==> config.mk <==
export PLATFORM = sky130hd
export DESIGN_NAME = floppy_result_status_regs
export DESIGN_NICKNAME = d
export VERILOG_FILES = /design/src/floppy_status_pkg.sv /design/src/floppy_result_status_regs.sv
export SDC_FILE = /design/constraint.sdc
export NUM_CORES = 1
export LEC_CHECK = 0
export BUFFER_PORTS_ARGS = -buffer_cell sky130_fd_sc_hd__buf_2
export CORE_MARGIN = 2
export CORE_UTILIZATION = 40
export CTS_CLUSTER_DIAMETER = 80
export DETAILED_ROUTE_END_ITERATION = 7
export PLACE_DENSITY_LB_ADDON = 0.2
export RECOVER_POWER = 50
export SYNTH_ARGS = -nofsm -noshare
export SYNTH_HDL_FRONTEND = slang
export SYNTH_SLANG_ARGS = --single-unit
==> constraint.sdc <==
create_clock -name clk -period 1.3 [get_ports clk]
set_input_delay 0.195 -clock clk [delete_from_list [all_inputs] [get_ports clk]]
set_output_delay 0.195 -clock clk [all_outputs]
set_load 0.01 [all_outputs]
==> src/floppy_status_pkg.sv <==
package floppy_status_pkg;

  // Register word indices; the Avalon address is a word address
  localparam logic [2:0] FIFO_DATA_PORT_IDX = 3'h5;
  localparam logic [2:0] MEDIA_SENSE_IDX = 3'h7;

  // Result stack depth and read order
  localparam int RESULT_DEPTH = 4;
  localparam logic [1:0] RS0_SLOT = 2'h0;
  localparam logic [1:0] RS3_SLOT = 2'h3;

  // Termination kinds in result status 0 bits 7-6
  typedef enum logic [1:0] {
    TERM_NORMAL = 2'b00,
    TERM_ABNORMAL = 2'b01,
    TERM_INVALID = 2'b10,
    TERM_EXEC_ABORT = 2'b11
  } termination_kind_t;

  // Result status 0 fields
  localparam int RS0_TERM_HI = 7;
  localparam int RS0_TERM_LO = 6;
  localparam int RS0_POSITIONING_DONE = 5;
  localparam int RS0_EQUIPMENT_FAULT = 4;
  localparam int RS0_DRIVE_READY = 3;
  localparam int RS0_HEAD = 2;

  // Result status 1 fields
  localparam int RS1_END_OF_TRACK = 7;
  localparam int RS1_ID_CRC_FAULT = 5;
  localparam int RS1_OVERRUN = 4;
  localparam int RS1_SECTOR_ABSENT = 2;
  localparam int RS1_WRITE_BLOCKED = 1;
  localparam int RS1_ADDR_MARK_MISSING = 0;

  // Result status 2 fields
  localparam int RS2_CONTROL_MARK_HIT = 6;
  localparam int RS2_DATA_FIELD_CRC_FAULT = 5;
  localparam int RS2_WRONG_TRACK = 4;
  localparam int RS2_SCAN_EQUAL_HIT = 3;
  localparam int RS2_SCAN_UNMET = 2;
  localparam int RS2_BAD_TRACK = 1;
  localparam int RS2_DATA_MARK_MISSING = 0;

  // Result status 3 fields
  localparam int RS3_FAULT = 7;
  localparam int RS3_WRITE_PROTECT = 6;
  localparam int RS3_READY = 5;
  localparam int RS3_TRACK_ZERO = 4;
  localparam int RS3_TWO_SIDED = 3;
  localparam int RS3_HEAD = 2;

  // Media sense register
  localparam int MEDIA_CHANGED_BIT = 7;
  localparam logic [6:0] MEDIA_UNDRIVEN_MASK = 7'h7F;

  // Equipment check gives up after this many recalibrate steps
  localparam int RECAL_STEP_LIMIT = 77;
  localparam logic [6:0] RECAL_STEP_LIMIT_V = 7'(RECAL_STEP_LIMIT);

  // Reset values
  localparam logic [7:0] RESULT_RESET = 8'h00;
  localparam logic FIFO_EN_RESET = 1'b0;

endpackage

==> src/floppy_result_status_regs.sv <==
`timescale 1ns/1ps
// How it works
// - FIFO data port at offset 5 shows one of four result bytes per read in the result phase, else the transfer byte.
// - FIFO is disabled after reset; only the configure command enables it.
// - Result status 0 bits 7-6 hold the command termination code.
// - Result status 0 bit 5 is 1 on seek end, 0 on seek failure.
// - Result status 0 bit 4 set on drive fault or 77 steps without signal.
// - Result status 0 bit 3 is 1 when the drive is ready.
// - Result status 0 bit 2 head, bits 1-0 selected drive.
// - Result status 1 bit 7 set on access beyond last sector.
// - Reserved result bits 1.6, 1.3 and 2.7 always read zero.
// - Result status 1 bit 5 set on ID or data field CRC failure.
// - Result status 1 bit 4 set when host misses a transfer byte.
// - Result status 1 bit 2 set when the sector cannot be found.
// - Result status 1 bit 1 set on write protect during write data.
// - Result status 1 bit 0 set on missing or deleted address mark.
// - Result status 2 bit 6 set on control mark in read or scan.
// - Result status 2 bit 5 set only for data field CRC failure.
// - Result status 2 bit 4 wrong cylinder, bit 1 bad cylinder.
// - Scan sets result status 2 bit 3 on equal, bit 2 on unmet.
// - Result status 2 bit 0 set on missing or deleted data mark.
// - Result status 3 reports the drive lines in fixed bit order.
// - Offset 7 is read-only; bit 7 is the inverse of media_changed_n.
// - Bits 6-0 of offset 7 are left undriven on a read.
module floppy_result_status_regs
  import floppy_status_pkg::*;
#(
  parameter int ADDR_W = 3,
  parameter int RESULT_BYTES = RESULT_DEPTH
) (
  input wire logic clk,
  input wire logic sys_rst,
  // Avalon-MM slave, word addressed
  input wire logic [ADDR_W-1:0] address,
  input wire logic read,
  input wire logic write,
  input wire logic [31:0] writedata,
  input wire logic [3:0] byteenable,
  output logic [31:0] readdata,
  output logic waitrequest,
  // Lane enables of the shared data bus, low while a lane is driven
  output logic [6:0] dataLaneOe_n,
  // Controller core side
  input wire logic cmdStart,
  input wire logic cmdDone,
  input wire floppy_status_pkg::termination_kind_t termKind,
  input wire logic configStrobe,
  input wire logic configFifoEnable,
  input wire logic writeCmdActive,
  input wire logic readOrScanActive,
  input wire logic scanActive,
  input wire logic seekEnd,
  input wire logic seekFail,
  input wire logic recalStep,
  input wire logic trackZeroSeen,
  input wire logic endOfTrack,
  input wire logic idCrcFault,
  input wire logic dataFieldCrcFault,
  input wire logic sectorAbsent,
  input wire logic addrMarkMissing,
  input wire logic deletedMarkSeen,
  input wire logic wrongTrack,
  input wire logic badTrack,
  input wire logic scanEqualHit,
  input wire logic scanUnmet,
  input wire logic xferByteValid,
  input wire logic [7:0] xferByte,
  input wire logic [1:0] unitSel,
  input wire logic headNumber,
  // Drive lines
  input wire logic driveFaultLine,
  input wire logic writeProtectLine,
  input wire logic driveReadyLine,
  input wire logic trackZeroLine,
  input wire logic twoSidedLine,
  input wire logic media_changed_n,
  // Toward the core
  output logic fifoEnabled,
  output logic cmdByteValid,
  output logic [7:0] cmdByte,
  output logic resultPending
);

  initial begin
    if (ADDR_W < 3) begin
      $error("ADDR_W must reach offset 7");
    end
    if (RESULT_BYTES != RESULT_DEPTH) begin
      $error("result stack holds exactly four bytes");
    end
  end

  logic ack_r;
  logic [31:0] readdata_r;
  logic [6:0] laneOe_n_r;
  logic fifoEn_r;
  logic [7:0] cmdByte_r;
  logic cmdByteValid_r;
  logic [7:0] rs0_r;
  logic [7:0] rs1_r;
  logic [7:0] rs2_r;
  logic [7:0] rs3_r;
  logic [1:0] rdSlot_r;
  logic resultPending_r;
  logic [7:0] xferData_r;
  logic xferPending_r;
  logic [6:0] recalCount_r;
  logic mediaSense_r;
  logic [7:0] rs1_nxt;
  logic [7:0] rs2_nxt;
  logic [7:0] fifoReadByte;
  logic accept;
  logic hitFifo;
  logic hitMedia;
  logic popResult;
  logic overrunEvt;
  logic recalGiveUp;

  // One wait state: the request is answered on the second cycle
  assign waitrequest = (read | write) & ~ack_r;
  assign accept = (read | write) & ack_r;
  assign hitFifo = address == ADDR_W'(FIFO_DATA_PORT_IDX);
  assign hitMedia = address == ADDR_W'(MEDIA_SENSE_IDX);
  assign popResult = accept & read & hitFifo & resultPending_r;
  assign readdata = readdata_r;
  assign dataLaneOe_n = laneOe_n_r;
  assign fifoEnabled = fifoEn_r;
  assign cmdByte = cmdByte_r;
  assign cmdByteValid = cmdByteValid_r;
  assign resultPending = resultPending_r;

  // A new transfer byte while the last is unread is an overrun
  assign overrunEvt = xferByteValid & xferPending_r &
                      ~(accept & read & hitFifo);
  assign recalGiveUp = recalStep & ~trackZeroSeen &
                       (recalCount_r == RECAL_STEP_LIMIT_V - 7'h01);

  always_ff @(posedge clk) begin
    if (sys_rst) begin
      ack_r <= 1'b0;
    end else begin
      ack_r <= (read | write) & ~ack_r;
    end
  end

  // Only one result byte is visible per read slot
  always_comb begin
    unique case (rdSlot_r)
      2'h0: fifoReadByte = rs0_r;
      2'h1: fifoReadByte = rs1_r;
      2'h2: fifoReadByte = rs2_r;
      2'h3: fifoReadByte = rs3_r;
    endcase
    if (!resultPending_r) begin
      fifoReadByte = xferData_r;
    end
  end

  // Read data is loaded in the waiting cycle so it stands at the accept edge
  always_ff @(posedge clk) begin
    if (sys_rst) begin
      readdata_r <= 32'h0000_0000;
      laneOe_n_r <= 7'h00;
    end else if (read & ~ack_r) begin
      laneOe_n_r <= 7'h00;
      if (hitFifo) begin
        readdata_r <= {24'h00_0000, fifoReadByte};
      end else if (hitMedia) begin
        readdata_r <= {24'h00_0000, mediaSense_r, 7'h00};
        laneOe_n_r <= MEDIA_UNDRIVEN_MASK;
      end else begin
        readdata_r <= 32'h0000_0000;
      end
    end else if (!read) begin
      laneOe_n_r <= 7'h00;
    end
  end

  // Inverse of the change line; the reset value makes bit 7 read zero
  always_ff @(posedge clk) begin
    if (sys_rst) begin
      mediaSense_r <= 1'b0;
    end else begin
      mediaSense_r <= ~media_changed_n;
    end
  end

  always_ff @(posedge clk) begin
    if (sys_rst) begin
      fifoEn_r <= FIFO_EN_RESET;
    end else if (configStrobe) begin
      fifoEn_r <= configFifoEnable;
    end
  end

  // Host writes to the port go to the command decoder as bytes
  always_ff @(posedge clk) begin
    if (sys_rst) begin
      cmdByte_r <= 8'h00;
      cmdByteValid_r <= 1'b0;
    end else begin
      cmdByteValid_r <= accept & write & hitFifo & byteenable[0];
      if (accept & write & hitFifo & byteenable[0]) begin
        cmdByte_r <= writedata[7:0];
      end
    end
  end

  // Execution-phase byte holding register
  always_ff @(posedge clk) begin
    if (sys_rst) begin
      xferData_r <= 8'h00;
      xferPending_r <= 1'b0;
    end else begin
      if (xferByteValid) begin
        xferData_r <= xferByte;
      end
      if (xferByteValid) begin
        xferPending_r <= 1'b1;
      end else if (accept & read & hitFifo & ~resultPending_r) begin
        xferPending_r <= 1'b0;
      end
    end
  end

  always_ff @(posedge clk) begin
    if (sys_rst | cmdStart) begin
      recalCount_r <= 7'h00;
    end else if (recalStep) begin
      recalCount_r <= recalCount_r + 7'h01;
    end
  end

  // Error flags gather during a command; a set beats the clear at start
  always_comb begin
    rs1_nxt = cmdStart ? RESULT_RESET : rs1_r;
    rs2_nxt = cmdStart ? RESULT_RESET : rs2_r;
    if (endOfTrack) begin
      rs1_nxt[RS1_END_OF_TRACK] = 1'b1;
    end
    if (idCrcFault | dataFieldCrcFault) begin
      rs1_nxt[RS1_ID_CRC_FAULT] = 1'b1;
    end
    if (overrunEvt) begin
      rs1_nxt[RS1_OVERRUN] = 1'b1;
    end
    if (sectorAbsent) begin
      rs1_nxt[RS1_SECTOR_ABSENT] = 1'b1;
    end
    if (writeProtectLine & writeCmdActive) begin
      rs1_nxt[RS1_WRITE_BLOCKED] = 1'b1;
    end
    if (addrMarkMissing | deletedMarkSeen) begin
      rs1_nxt[RS1_ADDR_MARK_MISSING] = 1'b1;
    end
    if (deletedMarkSeen & readOrScanActive) begin
      rs2_nxt[RS2_CONTROL_MARK_HIT] = 1'b1;
    end
    if (dataFieldCrcFault) begin
      rs2_nxt[RS2_DATA_FIELD_CRC_FAULT] = 1'b1;
    end
    if (wrongTrack) begin
      rs2_nxt[RS2_WRONG_TRACK] = 1'b1;
    end
    if (badTrack) begin
      rs2_nxt[RS2_BAD_TRACK] = 1'b1;
    end
    if (scanActive & scanEqualHit) begin
      rs2_nxt[RS2_SCAN_EQUAL_HIT] = 1'b1;
    end
    if (scanActive & scanUnmet) begin
      rs2_nxt[RS2_SCAN_UNMET] = 1'b1;
    end
    if (readOrScanActive & (addrMarkMissing | deletedMarkSeen)) begin
      rs2_nxt[RS2_DATA_MARK_MISSING] = 1'b1;
    end
    rs1_nxt[6] = 1'b0;
    rs1_nxt[3] = 1'b0;
    rs2_nxt[7] = 1'b0;
  end

  always_ff @(posedge clk) begin
    if (sys_rst) begin
      rs1_r <= RESULT_RESET;
      rs2_r <= RESULT_RESET;
    end else begin
      rs1_r <= rs1_nxt;
      rs2_r <= rs2_nxt;
    end
  end

  // Result status 0: fault and seek bits gather, the rest load at the end
  always_ff @(posedge clk) begin
    if (sys_rst) begin
      rs0_r <= RESULT_RESET;
    end else begin
      if (cmdStart) begin
        rs0_r[RS0_EQUIPMENT_FAULT] <= 1'b0;
        rs0_r[RS0_POSITIONING_DONE] <= 1'b0;
      end
      if (seekEnd) begin
        rs0_r[RS0_POSITIONING_DONE] <= 1'b1;
      end else if (seekFail) begin
        rs0_r[RS0_POSITIONING_DONE] <= 1'b0;
      end
      if (driveFaultLine | recalGiveUp) begin
        rs0_r[RS0_EQUIPMENT_FAULT] <= 1'b1;
      end
      if (cmdDone) begin
        rs0_r[RS0_TERM_HI:RS0_TERM_LO] <= termKind;
        rs0_r[RS0_DRIVE_READY] <= driveReadyLine;
        rs0_r[RS0_HEAD] <= headNumber;
        rs0_r[1:0] <= unitSel;
      end
    end
  end

  // Drive line snapshot taken when the result phase opens
  always_ff @(posedge clk) begin
    if (sys_rst) begin
      rs3_r <= RESULT_RESET;
    end else if (cmdDone) begin
      rs3_r <= {driveFaultLine, writeProtectLine, driveReadyLine,
                trackZeroLine, twoSidedLine, headNumber,
                unitSel};
    end
  end

  // Result phase: four reads walk the stack, then the port returns to data
  always_ff @(posedge clk) begin
    if (sys_rst | cmdStart) begin
      rdSlot_r <= RS0_SLOT;
      resultPending_r <= 1'b0;
    end else if (cmdDone) begin
      rdSlot_r <= RS0_SLOT;
      resultPending_r <= 1'b1;
    end else if (popResult) begin
      rdSlot_r <= rdSlot_r + 2'h1;
      if (rdSlot_r == RS3_SLOT) begin
        resultPending_r <= 1'b0;
      end
    end
  end

endmodule

Yosys cells after proc, flatten, opt, wreduce, memory -nomap -nowiden

Cells that the tools add are included.
W data, S select, Z words.

Mux-type cells: 32
Equality and inequality tests: 7
Add/sub/neg operators: 2
Bitwise operators: 29
Reduce and logical (&&, ||, !) cells: 21

Operators with widths:

| operator              | number |
|---|---|
| $mux W7               | 5 |
| $reduce_bool A2 Y1    | 17 |
| $mux W8               | 4 |
| $pmux W8 S4           | 1 |
| $mux W1               | 21 |
| $and A1 B1 Y1         | 19 |
| $add A7 B1 Y7 const B | 1 |
| $eq A7 B7 Y1 const B  | 1 |
| $eq A3 B3 Y1 const B  | 2 |
| $not A1 Y1            | 5 |
| $or A1 B1 Y1          | 5 |
| $eq A2 B2 Y1 const B  | 2 |
| $reduce_bool A3 Y1    | 1 |
| $add A2 B1 Y2 const B | 1 |
| $eq A2 B1 Y1 const B  | 1 |
| $logic_not A2 Y1      | 1 |
| $mux W2               | 1 |
| $ne A2 B1 Y1 const B  | 1 |
| $reduce_and A2 Y1     | 1 |
| $reduce_or A2 Y1      | 1 |

Word-level logic and storage cells: 121
Output and inout bits: 51
Register bits after elaboration: 101

Depth between registers and ports, before layout

Gate-level depths: netlist of run 1.

Depth in word-level cells: 7
Mapped depth: 6
Depth with buffers taken out: 5

Least setup slack after synthesis of run 1

Ideal clock, no wire load.

Path kind: reg-to-reg
Start point: reg rdSlot_r[0]
End point: reg readdata_r[0], in the netlist readdata[0]
Library setup time: 0.117 ns
Period minus slack after synthesis: 1.476 ns
Buffers on the path: 1
Required time: 1.183 ns
Path slack: -0.176 ns
Cell stages (with the launch flop): 7
Arrival: 1.358 ns
Path through: dfxtp_1 inv_1 ha_1 clkbuf_1 o21ai_0 o211ai_1 a32o_1

Cells in the longest elaborated chain, start to end: 4
Elaborated cells between the ends (all ways): 7
Those cells by class: eq/ne (3); mux (3); reduce/logical (1)

Ends and longest elaborated chain:

| element                                    | RTL line                         | text |
|---|---|---|
| start, declared                            | floppy_result_status_regs.sv:103 | `logic [1:0] rdSlot_r;` |
| start signal, assigned                     | floppy_result_status_regs.sv:338 | `rdSlot_r <= rdSlot_r + 2'h1;` |
| $eq A2 B2 Y1, or another cell as far along | floppy_result_status_regs.sv:148 | `unique case (rdSlot_r)` |
| $pmux W8 S4 (*)                            | floppy_result_status_regs.sv:148 |  |
| $mux W8 (*)                                | floppy_result_status_regs.sv:154 | `if (!resultPending_r) begin` |
| $mux W8 (*)                                | floppy_result_status_regs.sv:166 | `if (hitFifo) begin` |
| end signal, assigned                       | floppy_result_status_regs.sv:167 | `readdata_r <= {24'h00_0000, fifoReadByte};` |
| end signal, assigned                       | floppy_result_status_regs.sv:169 | `readdata_r <= {24'h00_0000, mediaSense_r, 7'h00};` |
| end, declared                              | floppy_result_status_regs.sv:94  | `logic [31:0] readdata_r;` |

Mark *: on every way between the ends. The rest lies on a longest branch, timed or not.
A chain may end at the register's enable or synchronous reset.

Final worst setup path of run 1

Start point: reg rdSlot_r[1]
End point: reg readdata_r[2], in the netlist readdata[2]

The elaborated chain is that of the path after synthesis.

==> results of run 1 <==
worst max-delay path by stage:
stage | startpoint | endpoint | slack [ns] | cells past startpoint
final | rdSlot_r[1]$_SDFFE_PP0P_ | readdata[2]$_SDFFE_PP0P_ | -0.006 | 5
after global routing | rdSlot_r[1]$_SDFFE_PP0P_ | readdata[2]$_SDFFE_PP0P_ | -0.06 | 5
after CTS | rdSlot_r[1]$_SDFFE_PP0P_ | readdata[4]$_SDFFE_PP0P_ | -0.009 | 4
after detailed placement | rdSlot_r[0]$_SDFFE_PP0P_ | readdata[5]$_SDFFE_PP0P_ | -0.13 | 5
after global placement | rdSlot_r[0]$_SDFFE_PP0P_ | readdata[5]$_SDFFE_PP0P_ | -0.11 | 5
after floorplan | rdSlot_r[1]$_SDFFE_PP0P_ | readdata[0]$_SDFFE_PP0P_ | 0.005 | 6
layer usage:
layer	global-route usage (%)	vias to the layer above	share of wire (%)
met5	0	-	0
met4	6.82	0	1.4
met3	3.84	9	5.5
met2	25.7	78	46
met1	22.9	1126	47
li1	-	1256	-
state kept, by name, summed over array words and instances, names as in the netlist:
register / count
rs2_r: 7
rs1_r: 6
rs0_r: 8
cmdByte: 8
resultPending: 1
xferData_r: 8
rdSlot_r: 2
readdata: 8
ack_r: 1
rs3_r: 4
mediaSense_r: 1
dataLaneOe_n: 1
fifoEnabled: 1
cmdByteValid: 1
recalCount_r: 7
xferPending_r: 1
cell type report:
| class | count | share of cell area (%) |
|---|---|---|
| clock buffers | 14 | 4.75 |
| clock inverters | 2 | 0.260 |
| inverters | 10 | 1.11 |
| multi-input cells | 226 | 41.0 |
| flip-flops and latches | 65 | 34.3 |
| well taps | 99 | 3.22 |
| repair buffers | 105 | 15.3 |
placed cells by master, fill, tap and decap left out, types with 5 or more instances in the layout:
cell type,count
a21oi_1,12
a22oi_1,6
buf_2,77
buf_4,18
clkbuf_1,7
clkbuf_8,13
conb_1,24
dfxtp_1,60
dfxtp_4,5
inv_1,8
mux2i_1,29
nand2_1,12
nand2b_1,16
nand3_1,6
nor2_1,43
logic make-up (layout without fill, tap and decap cells):
logic type,Yosys count,count (layout),share of synthesized area (%)
DFF,65,65,43.1
other,1,24,0.124
buffers and inverters,57,131,11.5
AOI/OAI and AO/OA,57,57,13.6
xor gates and xnor gates,4,4,1.16
and+or+nand+nor,104,104,17.6
muxes,30,30,9.99
adders and majority gates,7,7,2.90
report_power, final:
| part | leakage (nW) | switching [mW] | internal [mW] | total (mW) |
|---|---|---|---|---|
| Sequential | 0.536 | 0.0578 | 2.06 | 2.12 |
| Clock | 0.102 | 0.742 | 0.896 | 1.64 |
| Combinational | 1.07 | 0.225 | 0.202 | 0.427 |
| Total | 1.71 | 1.02 | 3.16 | 4.19 |
stage by stage:
stage               worst slack, ns  TNS [ns]  utilization, %  power (mW)
floorplan                   0.00510         0               -        2.46
global placement             -0.108    -0.591            47.7        2.58
detailed placement           -0.130    -0.844            47.7        2.59
CTS                        -0.00890   -0.0123            51.7        4.23
global route                -0.0571    -0.323            52.7        4.40
finish                     -0.00641  -0.00641            52.7        4.19
critical path: stages (launching register included):
cell      delay (ns)
dfxtp_4         0.41
inv_4           0.06
ha_4            0.20
o21ai_1         0.13
o211ai_1        0.12
a32o_1          0.27
timing repair:
action | 4_1_cts | 5_1_grt
pin swaps | 4 | 7
endpoints found under the setup margin | 16 | 15
hold endpoints to repair | 1 | 0
hold buffers | 1 | 0
resized for setup | 20 | 16
setup buffers | 1 | 3
==> flow_metrics.py, run 1 <==
metrics = {
    "synth": {
        "synth_top_flop_cell": "dfxtp_1",
        "synth_common_cells": "dfxtp_1 (65), nor2_1 (43), buf_4 (30)",
        "ys_seq_elements": 65,
        "avgSynthCellArea_um2": 9.29,
        "ys_types": 44,
        "netlist_instances": 325,
        "syn_area_um2": 3020,
        "synth_edf_count": 0,
        "ys_seq_area_share_pct": 43.1,
        "synth_most_common_cell": "dfxtp_1",
        "synthTopCellsByArea": "dfxtp_1 (43%), mux2i_1 (9.6%), buf_4 (7.5%), nor2_1 (5.3%), nand2b_1 (3.7%)",
        "async_flop_share_pct": 0,
        "synth_top_area_share_pct": 43.1,
        "yosysTopAreaCell": "dfxtp_1",
        "synth-warning-count": 0,
    },
    "sta": {
        "skew_ns": 0.00964,
        "whs_ns": 0.0730,
        "min_period_over_period_pct": 100,
        "fmax_mhz": 765,
        "rsz0062_at_grt": "true",
        "fin_ws_ns": -0.00641,
        "drv_slew": 0,
        "setup_viol": 1,
        "max-slew-margin-rel_pct": 34.0,
        "final_hold_viol_count": 0,
        "min_period_ns": 1.31,
        "worst_slew_pin_slew_ns": 0.990,
    },
    "global_routing": {
        "antenna_found_initial": 0,
        "grt_pass1_wl_mm": 11.0,
        "gr-total-overflow": 0,
        "grt_usage_pct": 16.8,
        "grt_max_degree": 38,
        "grt_pass1_vias": 2223,
    },
    "layout": {
        "instances_no_fill": 521,
        "syn_to_final_growth_pct": 27.4,
        "final_cell_area_um2": 3840,
        "drive_gt1_share_pct": 34.8,
        "multiInputGateArea_um2": 1580,
        "diodes": 0,
        "n_fill_cell": 697,
        "seqCellArea_um2": 1320,
        "nets": 508,
    },
    "setup_path": {
        "arrival_ns": 1.53,
        "r2r_start": "rdSlot_r[1]$_SDFFE_PP0P_",
        "crit_type": "register to register",
        "critPathCaptureType": "register",
        "r2r-end": "readdata[2]$_SDFFE_PP0P_",
        "startpoint_type": "register",
        "rrSetupSlack_ns": -0.006,
        "critPathMaxFanout": 12,
        "crit_required_ns": 1.52,
        "r2r_cells": 5,
    },
    "clocking": {
        "clk_path_buf_depth": 2,
        "cts_tree": "yes",
        "htreeDepth": 3,
        "path_clk_slew_ns": 0.07,
        "cts_buffers": 9,
        "cts_root_buf": "clkbuf_8",
        "clk_latency_ns": 0.33,
        "clock-sinks": 65,
    },
    "routing": {
        "num_vias": 2469,
        "drt_iter0_drc": 119,
        "via_per_inst": 4.74,
        "routedWlPerCell_um": 13.2,
        "wirelength_mm": 6.86,
        "drc": 0,
        "drt_pass1_iterations": 4,
        "drt.antenna.violating_nets": 0,
    },
    "floorplanning": {
        "start_util_pct": 41.4,
        "die_h_um": 90.9,
        "io_pins": 135,
        "die_w_um": 90.9,
        "rows": 31,
        "core_um2": 7290,
        "fp.dieArea_um2": 8260,
    },
    "hold_path": {
        "holdPathStages": 3,
        "hold_class": "input pin to register",
        "worstHoldStart": "endOfTrack",
        "hold_path_end": "rs1_r[7]$_SDFFE_PP0P_",
    },
    "flow_run": {
        "maxCapViolCount": 0,
    },
    "place": {
        "dpl.hpwl_mm": 5.06,
        "placedCellCount": 500,
        "dpl_cell_area_um2": 3480,
        "globalplace.congestion": 0.776,
        "placement.io_buffers": 83,
    },
    "power": {
        "p_per_area_nw_per_um2": 1090,
        "power.leakage_nw": 1.71,
        "ir_drop_mv": 0.638,
    },
    "run_status": {
        "violations": "setup timing",
        "status": "finished with violations",
    },
}
No activity file was read; power rests on OpenSTA's default activity.
==> run 2, diff against run 1 <==
- CORE_ASPECT_RATIO: default -> 1.5
- CORE_UTILIZATION: 40 -> 42
==> flow_metrics.py, run 2 (synthesis results as in run 1) <==
metrics = {
    "floorplanning": {
        "fp.dieArea_um2": 7890,
        "core_um2": 6900,
        "die_w_um": 73.2,
        "rows": 37,
        "io_pins": 135,
        "start_util_pct": 43.8,
        "die_h_um": 108,
    },
    "place": {
        "dpl.hpwl_mm": 5.31,
        "pre_cts_ws_ns": -0.134,
        "globalplace.congestion": 0.841,
        "placement.io_buffers": 83,
        "dpl_cell_area_um2": 3470,
    },
    "routing": {
        "routedWlPerCell_um": 14.0,
        "drt_pass1_iterations": 4,
        "num_vias": 2504,
        "via_per_inst": 5.07,
        "drt.antenna.violating_nets": 0,
        "drc": 0,
        "wirelength_mm": 6.89,
        "drt_iter0_drc": 91,
    },
    "setup_path": {
        "critPathMaxFanout": 7,
        "startpoint_type": "register",
        "crit_required_ns": 1.53,
        "crit_type": "register to register",
        "rrSetupSlack_ns": -0.0002,
        "arrival_ns": 1.53,
        "r2r-end": "readdata[2]$_SDFFE_PP0P_",
        "r2r_cells": 5,
        "r2r_start": "rdSlot_r[1]$_SDFFE_PP0P_",
        "critPathCaptureType": "register",
    },
    "power": {
        "power.leakage_nw": 1.66,
        "p_per_area_nw_per_um2": 1060,
        "ir_drop_mv": 0.809,
    },
    "sta": {
        "setup_tns_ns": -0.000164,
        "setup_viol": 1,
        "min_period_ns": 1.30,
        "worst_slew_pin_slew_ns": 0.984,
        "rsz0062_at_grt": "true",
        "fmax_mhz": 769,
        "final_hold_viol_count": 0,
        "skew_ns": 0.00890,
        "whs_ns": 0.0670,
        "drv_slew": 0,
        "max-slew-margin-rel_pct": 34.4,
        "fin_ws_ns": -0.000164,
        "min_period_over_period_pct": 100,
    },
    "hold_path": {
        "holdPathStages": 3,
        "worstHoldStart": "sectorAbsent",
        "hold_path_end": "rs1_r[2]$_SDFFE_PP0P_",
        "hold_class": "input pin to register",
    },
    "global_routing": {
        "grt_max_degree": 27,
        "grt_pass1_vias": 2438,
        "antenna_found_initial": 0,
        "gr-total-overflow": 0,
        "grt_usage_pct": 18.4,
        "grt_pass1_wl_mm": 11.1,
    },
    "flow_run": {
        "maxCapViolCount": 0,
    },
    "clocking": {
        "cts_buffers": 9,
        "clk_path_buf_depth": 2,
        "cts_root_buf": "clkbuf_8",
        "htreeDepth": 3,
        "clock-sinks": 65,
        "cts_tree": "yes",
        "clk_latency_ns": 0.34,
        "path_clk_slew_ns": 0.06,
    },
    "layout": {
        "seqCellArea_um2": 1310,
        "final_common_cell": "buf_2",
        "nets": 506,
        "final_cell_area_um2": 3760,
        "drive_gt1_share_pct": 33.9,
        "syn_to_final_growth_pct": 24.7,
        "n_fill_cell": 654,
        "most-common-layout-cells": "buf_2 (76), dfxtp_1 (61), nor2_1 (43), mux2i_1 (28), conb_1 (24)",
        "multiInputGateArea_um2": 1570,
        "diodes": 0,
    },
    "run_status": {
        "status": "finished with violations",
        "violations": "setup timing",
    },
}
[run 2: cell count changes in the layout (fill, tap and decap cells not counted), moves of 2 or more]
cell / delta
clkbuf_8: -2
o21ai_1: -3
o21ai_2: +3
nand2b_4: -2
buf_6: +2
dfxtp_4: -2
buf_4: -4
[run 2: timing repair]
action,4_1_cts,5_1_grt
hold buffers,1,0
pin swaps,12,7
gates resized for setup,27,10
endpoints found under the setup margin,10,19
buffers inserted,1,0
endpoints found under the hold margin,1,0
cloned,0,0
[run 2: per-stage QoR]
step | cells | util, % | total power [mW]
after global routing | 494 | 54.5 | 4.18
after global placement | 481 | 50.3 | 2.58
after floorplan | 348 | - | 2.46
final | 494 | 54.5 | 3.98
after detailed placement | 481 | 50.3 | 2.59
after CTS | 494 | 54.4 | 4.03
[run 2: area by class of cell]
type	instances	share of cell area, %
Timing Repair Buffer	103	15.4
Tap cell	78	2.59
Clock buffer	11	4.02
Sequential cell	65	34.9
Clock inverter	1	0.133
Multi-Input combinational cell	226	41.8
Inverter	10	1.13
[run 2: worst max path at each step]
stage	start	endpoint	slack, ns
finish	rdSlot_r[1]$_SDFFE_PP0P_	readdata[2]$_SDFFE_PP0P_	-0.0002
global route	rdSlot_r[1]$_SDFFE_PP0P_	readdata[2]$_SDFFE_PP0P_	-0.06
CTS	rdSlot_r[1]$_SDFFE_PP0P_	readdata[1]$_SDFFE_PP0P_	0.001
detailed placement	rdSlot_r[0]$_SDFFE_PP0P_	readdata[5]$_SDFFE_PP0P_	-0.13
global placement	rdSlot_r[0]$_SDFFE_PP0P_	readdata[5]$_SDFFE_PP0P_	-0.12
floorplan	rdSlot_r[1]$_SDFFE_PP0P_	readdata[0]$_SDFFE_PP0P_	0.005
[run 2: layer usage]
| layer | part of all wire [%] | vias to the layer above | GRT usage, % |
|---|---|---|---|
| met2 | 51 | 93 | 32.2 |
| met3 | 6.3 | 23 | 5.24 |
| met4 | 4.4 | 0 | 11.0 |
| li1 | - | 1246 | - |
| met5 | 0 | - | 0 |
| met1 | 39 | 1142 | 18.9 |
[run 2: report_power, final]
part	leakage [nW]	internal [mW]	switching (mW)
logic	1.04	0.197	0.223
registers	0.536	2.07	0.0606
clock network	0.0830	0.750	0.686
[run 2: worst max-delay path: stages (launching register included)]
cell and delay, ns:
dfxtp_4 0.37, buf_4 0.14, ha_4 0.18, o21ai_2 0.14, o211ai_1 0.11, a32o_1 0.26
